<file path="config.mk">
export PLATFORM = sky130hd
export DESIGN_NAME = bpm_mode_ctrl
export DESIGN_NICKNAME = d
export VERILOG_FILES = /design/src/verilog/bpm_pkg.sv /design/src/verilog/bpm_mode_ctrl.sv /design/src/verilog/bpm_sync.sv /design/src/verilog/bpm_edge_sync.sv
export SDC_FILE = /design/constraint.sdc
export NUM_CORES = 1
export LEC_CHECK = 0
export BUFFER_PORTS_ARGS = -buffer_cell sky130_fd_sc_hd__buf_2
export CORE_ASPECT_RATIO = 0.75
export CORE_MARGIN = 2
export CORE_UTILIZATION = 60
export DETAILED_ROUTE_END_ITERATION = 6
export PLACE_DENSITY = 0.84
export SLEW_MARGIN = 20
export SYNTH_ARGS = -nofsm -noshare
export SYNTH_HDL_FRONTEND = slang
export SYNTH_HIERARCHICAL = 1
export SYNTH_SLANG_ARGS = --single-unit
export TNS_END_PERCENT = 5
</file>
<file path="constraint.sdc">
create_clock -name clock -period 5.2 [get_ports clock]
set_input_delay 0.52 -clock clock [delete_from_list [all_inputs] [get_ports clock]]
set_output_delay 0.52 -clock clock [all_outputs]
set_load 0.01 [all_outputs]
</file>
<file path="src/verilog/bpm_pkg.sv">
package bpm_pkg;

  // ----------------------------------------------------------------------
  // Timing at the 25 MHz controller clock.
  // ----------------------------------------------------------------------
  localparam int unsigned CLK_PERIOD_NS = 40;
  // Minimum switch on-time in ns; a least time, so it rounds up.
  localparam int unsigned MIN_ON_NS = 100;
  localparam int unsigned MIN_ON_CYC =
      (MIN_ON_NS + CLK_PERIOD_NS - 1) / CLK_PERIOD_NS;
  // Soft-start ramp duration in us (typical figure).
  localparam int unsigned SOFT_START_US = 450;
  localparam int unsigned SOFT_START_CYC = SOFT_START_US * 1000 / CLK_PERIOD_NS;
  // Exit frequency ratio 1.20 held as tenths of the clock manager frequency.
  localparam int unsigned EXIT_RATIO_X10 = 12;

  // ----------------------------------------------------------------------
  // Widths and reset values.
  // ----------------------------------------------------------------------
  localparam int unsigned CNT_W = 16;
  localparam logic RESET_MODE_PFM = 1'b0;

  // Operating states of the controller.
  typedef enum logic [1:0] {
    BPM_OFF = 2'b00,
    BPM_SOFT = 2'b01,
    BPM_PWM = 2'b10,
    BPM_PFM = 2'b11
  } bpm_state_e;

endpackage : bpm_pkg

</file>
<file path="src/verilog/bpm_mode_ctrl.sv">
`timescale 1ns/1ps
// Summary of operation
// - In PWM, one switch pulse starts every clock manager period.
// - In PWM, the duty comparator trip ends the pulse.
// - In PWM, the switch may stay on all period; current limit still acts.
// - Peak-current flag ends a pulse at once; next pulse starts normally.
// - Duty-trip pulses shorter than minimum on-time are stretched to exactly minimum; a peak-current cut is not.
// - Entry threshold reached in PWM moves the controller to PFM.
// - Automatic PFM entry cannot be disabled.
// - In PFM the driver stays off except during charging pulses.
// - In PFM, output at light-load reference fires one minimum pulse.
// - Entering PFM selects the light-load reference.
// - PFM pulse rate above exit threshold returns control to PWM.
// - Exit threshold is 1.20 times the clock manager frequency.
// - Logic runs from the clock manager: internal or external timing.
// - External sync paces pulses only in soft start and PWM; in PFM it only sets the period for the exit threshold.
// - Supply-low flag stops switching and holds shutdown.
// - Thermal trip switches off; restart after cooling.
// - Every start runs the soft-start ramp.
module bpm_mode_ctrl
  import bpm_pkg::*;
#(
  parameter int unsigned SOFT_CYC = SOFT_START_CYC,
  parameter int unsigned MINON_CYC = MIN_ON_CYC
) (
  input wire logic clock,
  input wire logic rst,
  input wire logic turnOn,
  input wire logic supplyLow,
  input wire logic thermalTrip,
  input wire logic oscTick,
  input wire logic extSync,
  input wire logic extSyncSel,
  input wire logic dutyTrip,
  input wire logic peakCurrent,
  input wire logic entryThreshold,
  input wire logic lightLoadLow,
  output logic driverOn,
  output logic stageEnable,
  output logic lightLoadRefSel,
  output logic softStartActive,
  output logic pfmMode,
  output logic [1:0] modeState
);

  // ----------------------------------------------------------------------
  // Input conditioning.
  // ----------------------------------------------------------------------
  logic enLvl;
  logic uvLvl;
  logic otLvl;
  logic dutyLvl;
  logic peakLvl;
  logic entryLvl;
  logic llRise;
  logic syncRise;
  logic oscRise;

  // Analog flags and pins arrive asynchronously; each settles in three stages.
  bpm_sync uEn (.clock(clock), .rst(rst), .din(turnOn), .dout(enLvl));
  bpm_sync uUv (.clock(clock), .rst(rst), .din(supplyLow), .dout(uvLvl));
  bpm_sync uOt (.clock(clock), .rst(rst), .din(thermalTrip), .dout(otLvl));
  bpm_sync uDuty (.clock(clock), .rst(rst), .din(dutyTrip), .dout(dutyLvl));
  bpm_sync uPeak (.clock(clock), .rst(rst), .din(peakCurrent), .dout(peakLvl));
  bpm_sync uEntry (.clock(clock), .rst(rst), .din(entryThreshold), .dout(entryLvl));
  // Only the edges of these three are used; their settled levels are left open.
  bpm_edge_sync uLl (.clock(clock), .rst(rst), .din(lightLoadLow),
                     .level(), .rise(llRise));
  bpm_edge_sync uSyn (.clock(clock), .rst(rst), .din(extSync),
                      .level(), .rise(syncRise));
  bpm_edge_sync uOsc (.clock(clock), .rst(rst), .din(oscTick),
                      .level(), .rise(oscRise));

  // ----------------------------------------------------------------------
  // Clock manager period tick and fault summary.
  // ----------------------------------------------------------------------
  logic periodTick;
  logic fault;

  always_comb begin
    periodTick = extSyncSel ? syncRise : oscRise;
    fault = ~enLvl | uvLvl | otLvl;
  end

  // ----------------------------------------------------------------------
  // Controller state.
  // ----------------------------------------------------------------------
  typedef struct packed {
    bpm_state_e state;
    logic drive;
    logic [CNT_W-1:0] onCnt;
    logic [CNT_W-1:0] softCnt;
    logic [CNT_W-1:0] gapCnt;
    logic [CNT_W-1:0] periodCnt;
    logic [CNT_W-1:0] periodLen;
    logic pfm;
  } bpm_ctrl_s;

  bpm_ctrl_s st_r;
  bpm_ctrl_s st_nxt;

  logic minDone;
  logic [CNT_W+3:0] gapX12;
  logic [CNT_W+3:0] periodX10;

  // Next-state logic: pulse timing, mode selection and shutdown.
  always_comb begin
    st_nxt = st_r;
    // At this edge the pulse has already been on for onCnt + 1 cycles.
    minDone = (st_r.onCnt >= CNT_W'(MINON_CYC - 1));
    gapX12 = {4'h0, st_r.gapCnt} * (CNT_W+4)'(EXIT_RATIO_X10);
    periodX10 = {4'h0, st_r.periodLen} * (CNT_W+4)'(10);
    // The period length of the clock manager is measured in every state.
    if (periodTick) begin
      st_nxt.periodCnt = '0;
      st_nxt.periodLen = st_r.periodCnt + CNT_W'(1);
    end else if (st_r.periodCnt != '1) begin
      st_nxt.periodCnt = st_r.periodCnt + CNT_W'(1);
    end
    if (st_r.drive && st_r.onCnt != '1) begin
      st_nxt.onCnt = st_r.onCnt + CNT_W'(1);
    end
    if (st_r.gapCnt != '1) begin
      st_nxt.gapCnt = st_r.gapCnt + CNT_W'(1);
    end
    if (fault) begin
      // Any shutdown drops the pulse and rearms a full soft start.
      st_nxt.state = BPM_OFF;
      st_nxt.drive = 1'b0;
      st_nxt.pfm = RESET_MODE_PFM;
      st_nxt.softCnt = '0;
    end else begin
      case (st_r.state)
        BPM_OFF: begin
          st_nxt.state = BPM_SOFT;
          st_nxt.softCnt = '0;
          st_nxt.pfm = 1'b0;
        end
        BPM_SOFT, BPM_PWM: begin
          // The ramp runs alongside PWM switching until it expires.
          if (st_r.state == BPM_SOFT) begin
            if (st_r.softCnt >= CNT_W'(SOFT_CYC - 1)) begin
              st_nxt.state = BPM_PWM;
            end else begin
              st_nxt.softCnt = st_r.softCnt + CNT_W'(1);
            end
          end
          if (st_r.drive) begin
            if (peakLvl) begin
              st_nxt.drive = 1'b0;
            end else if (dutyLvl && minDone) begin
              st_nxt.drive = 1'b0;
            end
          end
          // A period start with the switch still on keeps it on for 100% duty,
          // without restarting the on-time, so a settled duty trip still ends it.
          // Peak current never holds a pulse back; it only cuts it, cycle by cycle.
          if (periodTick) begin
            st_nxt.drive = 1'b1;
            if (!st_r.drive) begin
              st_nxt.onCnt = '0;
            end
          end
          // Entry cannot be masked; it doubles as overvoltage protection.
          if (entryLvl && st_r.state == BPM_PWM) begin
            st_nxt.state = BPM_PFM;
            st_nxt.pfm = 1'b1;
            st_nxt.drive = st_r.drive && !minDone;
            st_nxt.gapCnt = '1;
          end
        end
        BPM_PFM: begin
          // Period ticks and sync edges are ignored here.
          if (st_r.drive) begin
            if (peakLvl || minDone) begin
              st_nxt.drive = 1'b0;
            end
          end else if (llRise) begin
            st_nxt.drive = 1'b1;
            st_nxt.onCnt = '0;
            st_nxt.gapCnt = '0;
            // Rate above 1.2x the clock manager rate: gap*1.2 shorter than one period.
            if (st_r.gapCnt != '1 && gapX12 < periodX10) begin
              st_nxt.state = BPM_PWM;
              st_nxt.pfm = 1'b0;
            end
          end
        end
        default: begin
          st_nxt.state = BPM_OFF;
          st_nxt.drive = 1'b0;
        end
      endcase
    end
  end

  // Register the whole state.
  always_ff @(posedge clock or posedge rst) begin
    if (rst) begin
      st_r <= '{state: BPM_OFF, drive: 1'b0, onCnt: '0, softCnt: '0,
                gapCnt: '1, periodCnt: '0, periodLen: '1, pfm: RESET_MODE_PFM};
    end else begin
      st_r <= st_nxt;
    end
  end

  // ----------------------------------------------------------------------
  // Outputs, all from flip-flops.
  // ----------------------------------------------------------------------
  // In PFM the stage is enabled only while each charging pulse is on.
  always_comb begin
    driverOn = st_r.drive;
    stageEnable = st_r.pfm ? st_r.drive : (st_r.state != BPM_OFF);
    lightLoadRefSel = st_r.pfm;
    softStartActive = (st_r.state == BPM_SOFT);
    pfmMode = st_r.pfm;
    modeState = st_r.state;
  end

endmodule : bpm_mode_ctrl

</file>
<file path="src/verilog/bpm_sync.sv">
`timescale 1ns/1ps
// Three-stage synchroniser; a change counts once stages one and two agree.
module bpm_sync
  import bpm_pkg::*;
(
  input wire logic clock,
  input wire logic rst,
  input wire logic din,
  output logic dout
);

  typedef struct packed {
    logic [2:0] stg;
    logic out;
  } bpm_sync_s;

  bpm_sync_s st_r;
  bpm_sync_s st_nxt;

  // Shift the pin in; stage zero feeds only stage one.
  always_comb begin
    st_nxt = st_r;
    st_nxt.stg = {st_r.stg[1:0], din};
    if (st_r.stg[1] == st_r.stg[2]) begin
      st_nxt.out = st_r.stg[2];
    end
  end

  always_ff @(posedge clock or posedge rst) begin
    if (rst) begin
      st_r <= '0;
    end else begin
      st_r <= st_nxt;
    end
  end

  assign dout = st_r.out;

endmodule : bpm_sync

</file>
<file path="src/verilog/bpm_edge_sync.sv">
`timescale 1ns/1ps
// Synchronised pin with a one-cycle pulse on each rising edge of the settled level.
module bpm_edge_sync
  import bpm_pkg::*;
(
  input wire logic clock,
  input wire logic rst,
  input wire logic din,
  output logic level,
  output logic rise
);

  logic lvl;
  logic lvlDly_r;

  bpm_sync uSync (
    .clock(clock),
    .rst(rst),
    .din(din),
    .dout(lvl)
  );

  // Delay the settled level for edge detection.
  always_ff @(posedge clock or posedge rst) begin
    if (rst) begin
      lvlDly_r <= 1'b0;
    end else begin
      lvlDly_r <= lvl;
    end
  end

  assign level = lvl;
  assign rise = lvl & ~lvlDly_r;

endmodule : bpm_edge_sync

</file>
==> metrics.md, run 1 <==
| Metric | Value |
|---|---|
| Status | `completed` |
| Clock share of power | `0.319` |
| Worst-Margin Slew | `1.136 ns` |
| CP endpoint | `lightLoadRefSel$_DFFE_PP0P_` |
| Die H | `99.11 µm` |
| Synth top area share | `0.3147` |
| FF-to-FF Start | `st_r[34]$_DFF_PP1_` |
| Ys async rst share | `1.000` |
| First-pass GRT wire length | `26740 µm` |
| Net Switching | `1413 µW` |
| Crit-path slowest cell | `or4_4` |
| Layout Skew | `0.007781 ns` |
| Starting density of the core | `0.6186` |
| Cell Pwr Density | `487.5 nW/µm²` |
| Leak pwr | `0.003734 µW` |
| Port buffer count | `18` |
| Final core occ | `0.6920` |
| Tmin final | `4.494 ns` |
| Crit path top cell by count | `ha_1` |
| First drt pass iteration count | `5` |
| Largest area contributor in the netlist | `dfrtp_1` |
| CTS root buf | `clkbuf_16` |
| Initial DRC Count | `450` |
| N_diodes | `0` |
| Total GRT Usage | `0.2613` |
| Area contributors post-synth | `dfrtp_1 31%, ha_1 13%, dfstp_2 12%` |
| Reg2reg path depth | `16` |
| Final instance area | `8095 µm²` |
| Worst Path Arrival | `4.79 ns` |
| Vias in the first global route | `5551` |
| Fmax | `222.5 MHz` |
| Core ar. | `11700 µm²` |
| FP Rows | `34` |
| Commonest cells in the netlist | `91 x dfrtp_1, 73 x ha_1, 68 x nor2_1` |
| H-tree depth | `4` |
| Post-synth EDFFs | `0` |
| Max FO, Critical Path | `7` |
| Setup-failing EPs final | `0` |
| Design Power | `3946 µW` |
| HPWL Detailed | `10590 µm` |
| Syn. warnings | `6` |
| Switch share | `0.3580` |
| Drt wl/cell | `17.14 µm` |
| WP depth | `16` |
| Setup TNS | `0 ns` |
| Crit share post-route | `0.8642` |
| Post-synth top flop | `dfrtp_1` |
| Design internal power | `2534 µW` |
| P&R area growth vs syn | `11.86%` |
| Library cells used by synthesis | `62` |
| Syn nets | `812` |
| Final hold slack | `0.04071 ns` |
| Sequential Area | `3118 µm²` |
| Final #Nets | `834` |
| CP Cell Sequence | `ha_1 -> fa_1 -> a211oi_2 -> o21ai_1 -> a31oi_2 -> nor2b_1 -> or4_4 -> a221o_1 -> a21o_1 -> ha_1 -> nand4_1 -> a2111oi_0 -> o21ai_0 -> a311oi_1 -> nor2_1 -> o22a_1` |
| Number of max-cap violations | `0` |
| Post-synthesis sequential area ratio | `0.4308` |
| Later-pin clock latency in the skew report | `0.42 ns` |
| TritonCTS sink count | `123` |
| Placer Congestion | `0.8856` |
| Worst reg2reg path endpoint | `lightLoadRefSel$_DFFE_PP0P_` |
| Setup crit end kind | `flip-flop` |
| Max-slew violation count | `0` |
| Die W | `130.8 µm` |
| Initial antenna violation count | `0` |
| Most common cell in the netlist | `dfrtp_1` |
| Vias | `5541` |
| WS Path Type | `flip-flop to flip-flop` |
| Maximum clock path buffer count | `2` |
| Sequential Power Share | `0.308` |
| CP max stage delay | `0.49 ns` |
| Final count of hold timing violations | `0` |
| WP buf/inv | `0` |
| DRC viols | `0` |
| Grt total ovfl | `0` |
| Post-CTS Setup Bufs | `0` |
| TritonCTS clock tree | `yes` |
| Worst endpoint required time | `5.50 ns` |
| Gate power share | `0.374` |
| Crit path from | `st_r[34]$_DFF_PP1_` |
| Area after DPL | `7470 µm²` |
| Share of cells above drive strength 1 | `0.1500` |
| Crit path launch type | `flip-flop` |
| Maximum VDD drop | `0.3046 mV` |
| Worst slew margin | `0.2375` |
| RSZ-0062 raised after global routing | `false` |
| Multi-input gate area in the final layout | `3874 µm²` |
| CTS clk-pin slew, worst paths | `0.06 ns` |
| Final wirelength | `15810 µm` |
| Post-Syn Area | `7237 µm²` |
| Crit-path leading delay family | `compound AO/OA/AOI/OAI gates` |
| Total CTS buffers | `17` |
| Vias per Instance | `6.010` |
| Fill cells | `800` |
| Total of flip-flops plus latches after synthesis | `123` |
| Hold Buf Count CTS | `0` |
| IO Pins | `19` |
| Post-CTS sizing | `0` |
| Worst Hold Class | `input port to async pin` |
| Antenna viol nets, final | `0` |
| Synth Instances | `725` |
| Largest net degree at the start of global routing | `44` |
| Syn avg cell area | `9.982 µm²` |
| Die area | `12970 µm²` |
| R2r setup slk | `0.71 ns` |
-- layout make-up --
cell class / instances / area share
clock buffer: 17 / 0.05255
tap: 162 / 0.02504
multi-input combinational: 541 / 0.4785
sequential: 123 / 0.3852
inverter: 43 / 0.02009
clock inverter: 15 / 0.02473
timing repair buffer: 21 / 0.01391
-- sequential cells by signal, summed over array words and instances, names as in the netlist, 2 cells and up --
signal and cells:
uOsc/uSync/st_nxt 2, uLl/uSync/st_nxt 2, uEntry/st_nxt 2, uOt/st_nxt 2, uSyn/uSync/st_nxt 2, uPeak/st_nxt 2
st_r 80, modeState 2, uUv/st_nxt 2, uEn/st_nxt 2, uDuty/st_nxt 2
-- power groups by stage --
stage / clock network (µW) / logic [µW] / registers (µW)
floorplan: 0 / 1130 / 1200
global placement: 0 / 1360 / 1220
detailed placement: 0 / 1440 / 1230
CTS: 1270 / 1470 / 1220
global route: 1320 / 1650 / 1230
finish: 1260 / 1480 / 1210
-- kinds of logic after synthesis --
kind of cell / count (synthesis) / synth area share
flip-flops: 123 / 0.4308
XOR/XNOR: 79 / 0.09561
multiplexers: 7 / 0.01055
AO/OA/AOI/OAI: 155 / 0.1305
adder cells (fa/ha/maj): 84 / 0.1457
buffers and inverters: 61 / 0.03389
AND/OR/NAND/NOR: 216 / 0.1528
-- metrics by stage --
| step | cells | worst slack [ns] |
|---|---|---|
| floorplan | 725 | 1.090 |
| global placement | 890 | 0.9124 |
| detailed placement | 890 | 0.7387 |
| CTS | 922 | 0.7382 |
| global route | 922 | 0.2967 |
| finish | 922 | 0.7059 |
-- worst min-delay path by stage --
stage / end / slack (ns) / depth (start not counted)
CTS: uLl/lvlDly_r$_DFF_PP0_ / 0.03 / 2
global route: uLl/lvlDly_r$_DFF_PP0_ / 0.05 / 2
floorplan: uLl/lvlDly_r$_DFF_PP0_ / 0.25 / 1
finish: uLl/lvlDly_r$_DFF_PP0_ / 0.04 / 2
detailed placement: uOt/st_nxt[3]$_DFF_PP0_ / 0.34 / 0
global placement: uDuty/st_nxt[3]$_DFF_PP0_ / 0.33 / 0
-- per-layer routing --
metal | vias up | GRT usage | share of wire
met5 | - | 0 | 0
met4 | 0 | 0.07774 | 0.013
met3 | 30 | 0.05594 | 0.045
met2 | 177 | 0.4291 | 0.48
met1 | 2722 | 0.3519 | 0.46
li1 | 2612 | - | -
-- cell usage in the layout, fill, tap and decap left out, drive strengths merged, types with 7 or more instances in the layout --
| master | count |
|---|---|
| a211oi | 7 |
| a21o | 8 |
| a21oi | 46 |
| and3 | 15 |
| and4 | 7 |
| buf | 21 |
| clkbuf | 17 |
| dfrtp | 91 |
| dfstp | 32 |
| ha | 73 |
| inv | 49 |
| maj3 | 9 |
| nand2 | 37 |
| nand3 | 28 |
| nand4 | 18 |
| nor2 | 68 |
| nor2b | 11 |
| nor3 | 8 |
| o211ai | 7 |
| o21ai | 57 |
| xnor2 | 35 |
| xor2 | 44 |
Note: power is estimated with default switching activity, not from simulation.
==> inputs of run 2 (changes only) <==
==> constraint.sdc (replaced) <==
create_clock -name clock -period 4.92 [get_ports clock]
set_input_delay 0.492 -clock clock [delete_from_list [all_inputs] [get_ports clock]]
set_output_delay 0.492 -clock clock [all_outputs]
set_load 0.01 [all_outputs]
==> metrics.md, run 2 (synthesis gave the netlist of run 1 again) <==
| Metric | Value |
|---|---|
| Fmax | `223.7 MHz` |
| Vias per Instance | `5.905` |
| Tmin final | `4.469 ns` |
| Max-slew violation count | `0` |
| Initial antenna violation count | `0` |
| Antenna viol nets, final | `0` |
| Maximum clock path buffer count | `2` |
| Commonest non-fill, non-tap cells in the layout | `91 x dfrtp_1, 73 x ha_1, 68 x nor2_1` |
| Die H | `99.11 µm` |
| Die area | `12970 µm²` |
| Die W | `130.8 µm` |
| Crit share post-route | `0.9084` |
| CTS clk-pin slew, worst paths | `0.06 ns` |
| Port buffer count | `18` |
| Commonest non-fill, non-tap cell in the layout | `dfrtp_1` |
| Total CTS buffers | `17` |
| Reg2reg path depth | `16` |
| RSZ-0062 raised after global routing | `false` |
| Crit path launch type | `flip-flop` |
| Total GRT Usage | `0.2489` |
| DRC viols | `0` |
| Worst Path Arrival | `4.77 ns` |
| Max FO, Critical Path | `7` |
| Worst Hold Class | `input port to flip-flop` |
| Top reg by flops | `st_r` |
| First drt pass iteration count | `5` |
| Worst-Margin Slew | `1.079 ns` |
| Metal3 WL | `630 µm` |
| Max FFs per register | `80` |
| H-tree depth | `4` |
| Final count of hold timing violations | `0` |
| Initial DRC Count | `572` |
| Crit path from | `st_r[34]$_DFF_PP1_` |
| IO Pins | `19` |
| Placer Congestion | `0.8856` |
| TritonCTS sink count | `123` |
| TritonCTS clock tree | `yes` |
| DR top layer | `met4` |
| Worst slew margin | `0.2758` |
| Status | `completed` |
| Min-delay src | `lightLoadLow` |
| Final #Nets | `835` |
| Later-pin clock latency in the skew report | `0.42 ns` |
| Metal2 WL | `7161 µm` |
| Final core occ | `0.6892` |
| Number of max-cap violations | `0` |
| Pre-CTS setup slack | `0.4580 ns` |
| Met1 wire length | `7093 µm` |
| Hold depth | `1` |
| Final instance count without filler cells | `923` |
| WS Path Type | `flip-flop to flip-flop` |
| Starting density of the core | `0.6186` |
| Final hold slack | `0.1756 ns` |
| Setup crit end kind | `flip-flop` |
| CTS root buf | `clkbuf_16` |
| Dpl cells | `890` |
| Setup-failing EPs final | `0` |
| HPWL Detailed | `10610 µm` |
| Share of cells above drive strength 1 | `0.1511` |
| FP Rows | `34` |
| R2r setup slk | `0.45 ns` |
| N_diodes | `0` |
| Drt wl/cell | `16.32 µm` |
| Layout Skew | `0.01068 ns` |
| FF-to-FF Start | `st_r[34]$_DFF_PP1_` |
| P&R area growth vs syn | `11.41%` |
| Cell Pwr Density | `501.8 nW/µm²` |
| Core ar. | `11700 µm²` |
| Post-CTS Setup Bufs | `0` |
| First-pass GRT wire length | `25740 µm` |
| Setup TNS | `0 ns` |
| Setup ws final | `0.4507 ns` |
| Maximum VDD drop | `0.2753 mV` |
| Largest net degree at the start of global routing | `44` |
| Vias | `5450` |
| Vias in the first global route | `5443` |
| Leak pwr | `0.003709 µW` |
| Worst endpoint required time | `5.22 ns` |
| Final wirelength | `15070 µm` |
| Grt total ovfl | `0` |
==> run 2: cell types whose count changed in the layout (fill, tap and decap cells not counted) <==
cell / delta
bufinv_16: -2
clkinvlp_4: +3
clkbuf_8: +1
clkinv_2: +2
clkinv_4: -3
dlygate4sd3_1: +1
a311oi_2: +1
inv_6: -1
a311oi_1: -1
==> run 2: layout make-up <==
class	instances	area, µm²
clock buffers	18	439.2
clock inverters	14	137.6
multi-input cells	541	3880
repair buffers	22	122.6
inverters	43	162.7
well taps	162	202.7
flip-flops and latches	123	3118
fillers	838	3636
==> run 2: path summary, 6_finish.rpt <==
| path | endpoint |
|---|---|
| setup reg to reg | lightLoadRefSel$_DFFE_PP0P_ |
| hold / removal | uLl/uSync/st_nxt[2]$_DFF_PP0_ |
| max in group asynchronous | st_r[43]$_DFF_PP1_ |
| setup / recovery | lightLoadRefSel$_DFFE_PP0P_ |
| hold reg to reg | uEntry/st_nxt[3]$_DFF_PP0_ |
| min in group asynchronous | uLl/lvlDly_r$_DFF_PP0_ |
==> run 2: critical path, stage by stage, from the launching register on <==
cell and delay, ns:
dfstp_2 0.39, ha_1 0.30, fa_1 0.47, a211oi_2 0.24, o21ai_1 0.11, a31oi_2 0.21, nor2b_1 0.08, or4_4 0.49
a221o_1 0.35, a21o_1 0.19, ha_1 0.29, nand4_1 0.14, a2111oi_0 0.27, o21ai_0 0.21, a311oi_2 0.33, nor2_1 0.09
o22a_1 0.19
==> run 2: metal layers <==
metal  GRT usage  vias to the layer above
li1            -                     2602
met1      0.3508                     2687
met2      0.3930                      141
met3     0.04949                       20
met4     0.07610                        0
met5           0                        -
==> run 2: per-stage QoR <==
| stage | area, µm² | total power (µW) |
|---|---|---|
| 4_1_cts | 8056 | 4063 |
| 5_1_grt | 8063 | 4325 |
| 3_5_place_dp | 7470 | 2820 |
| 6_report | 8063 | 4046 |
| 3_3_place_gp | 7470 | 2728 |
| 2_1_floorplan | 7237 | 2460 |
==> run 2: what timing repair did <==
action                                 in CTS  in global routing
endpoints found under the hold margin       1                  0
setup endpoints to repair                   0                  1
resized for setup                           0                  1
hold buffers                                1                  0
==> run 2: power by group <==
part,internal (µW),switching (µW)
Combinational,687,864
Clock,720,494
Sequential,1170,110
Total,2580,1470
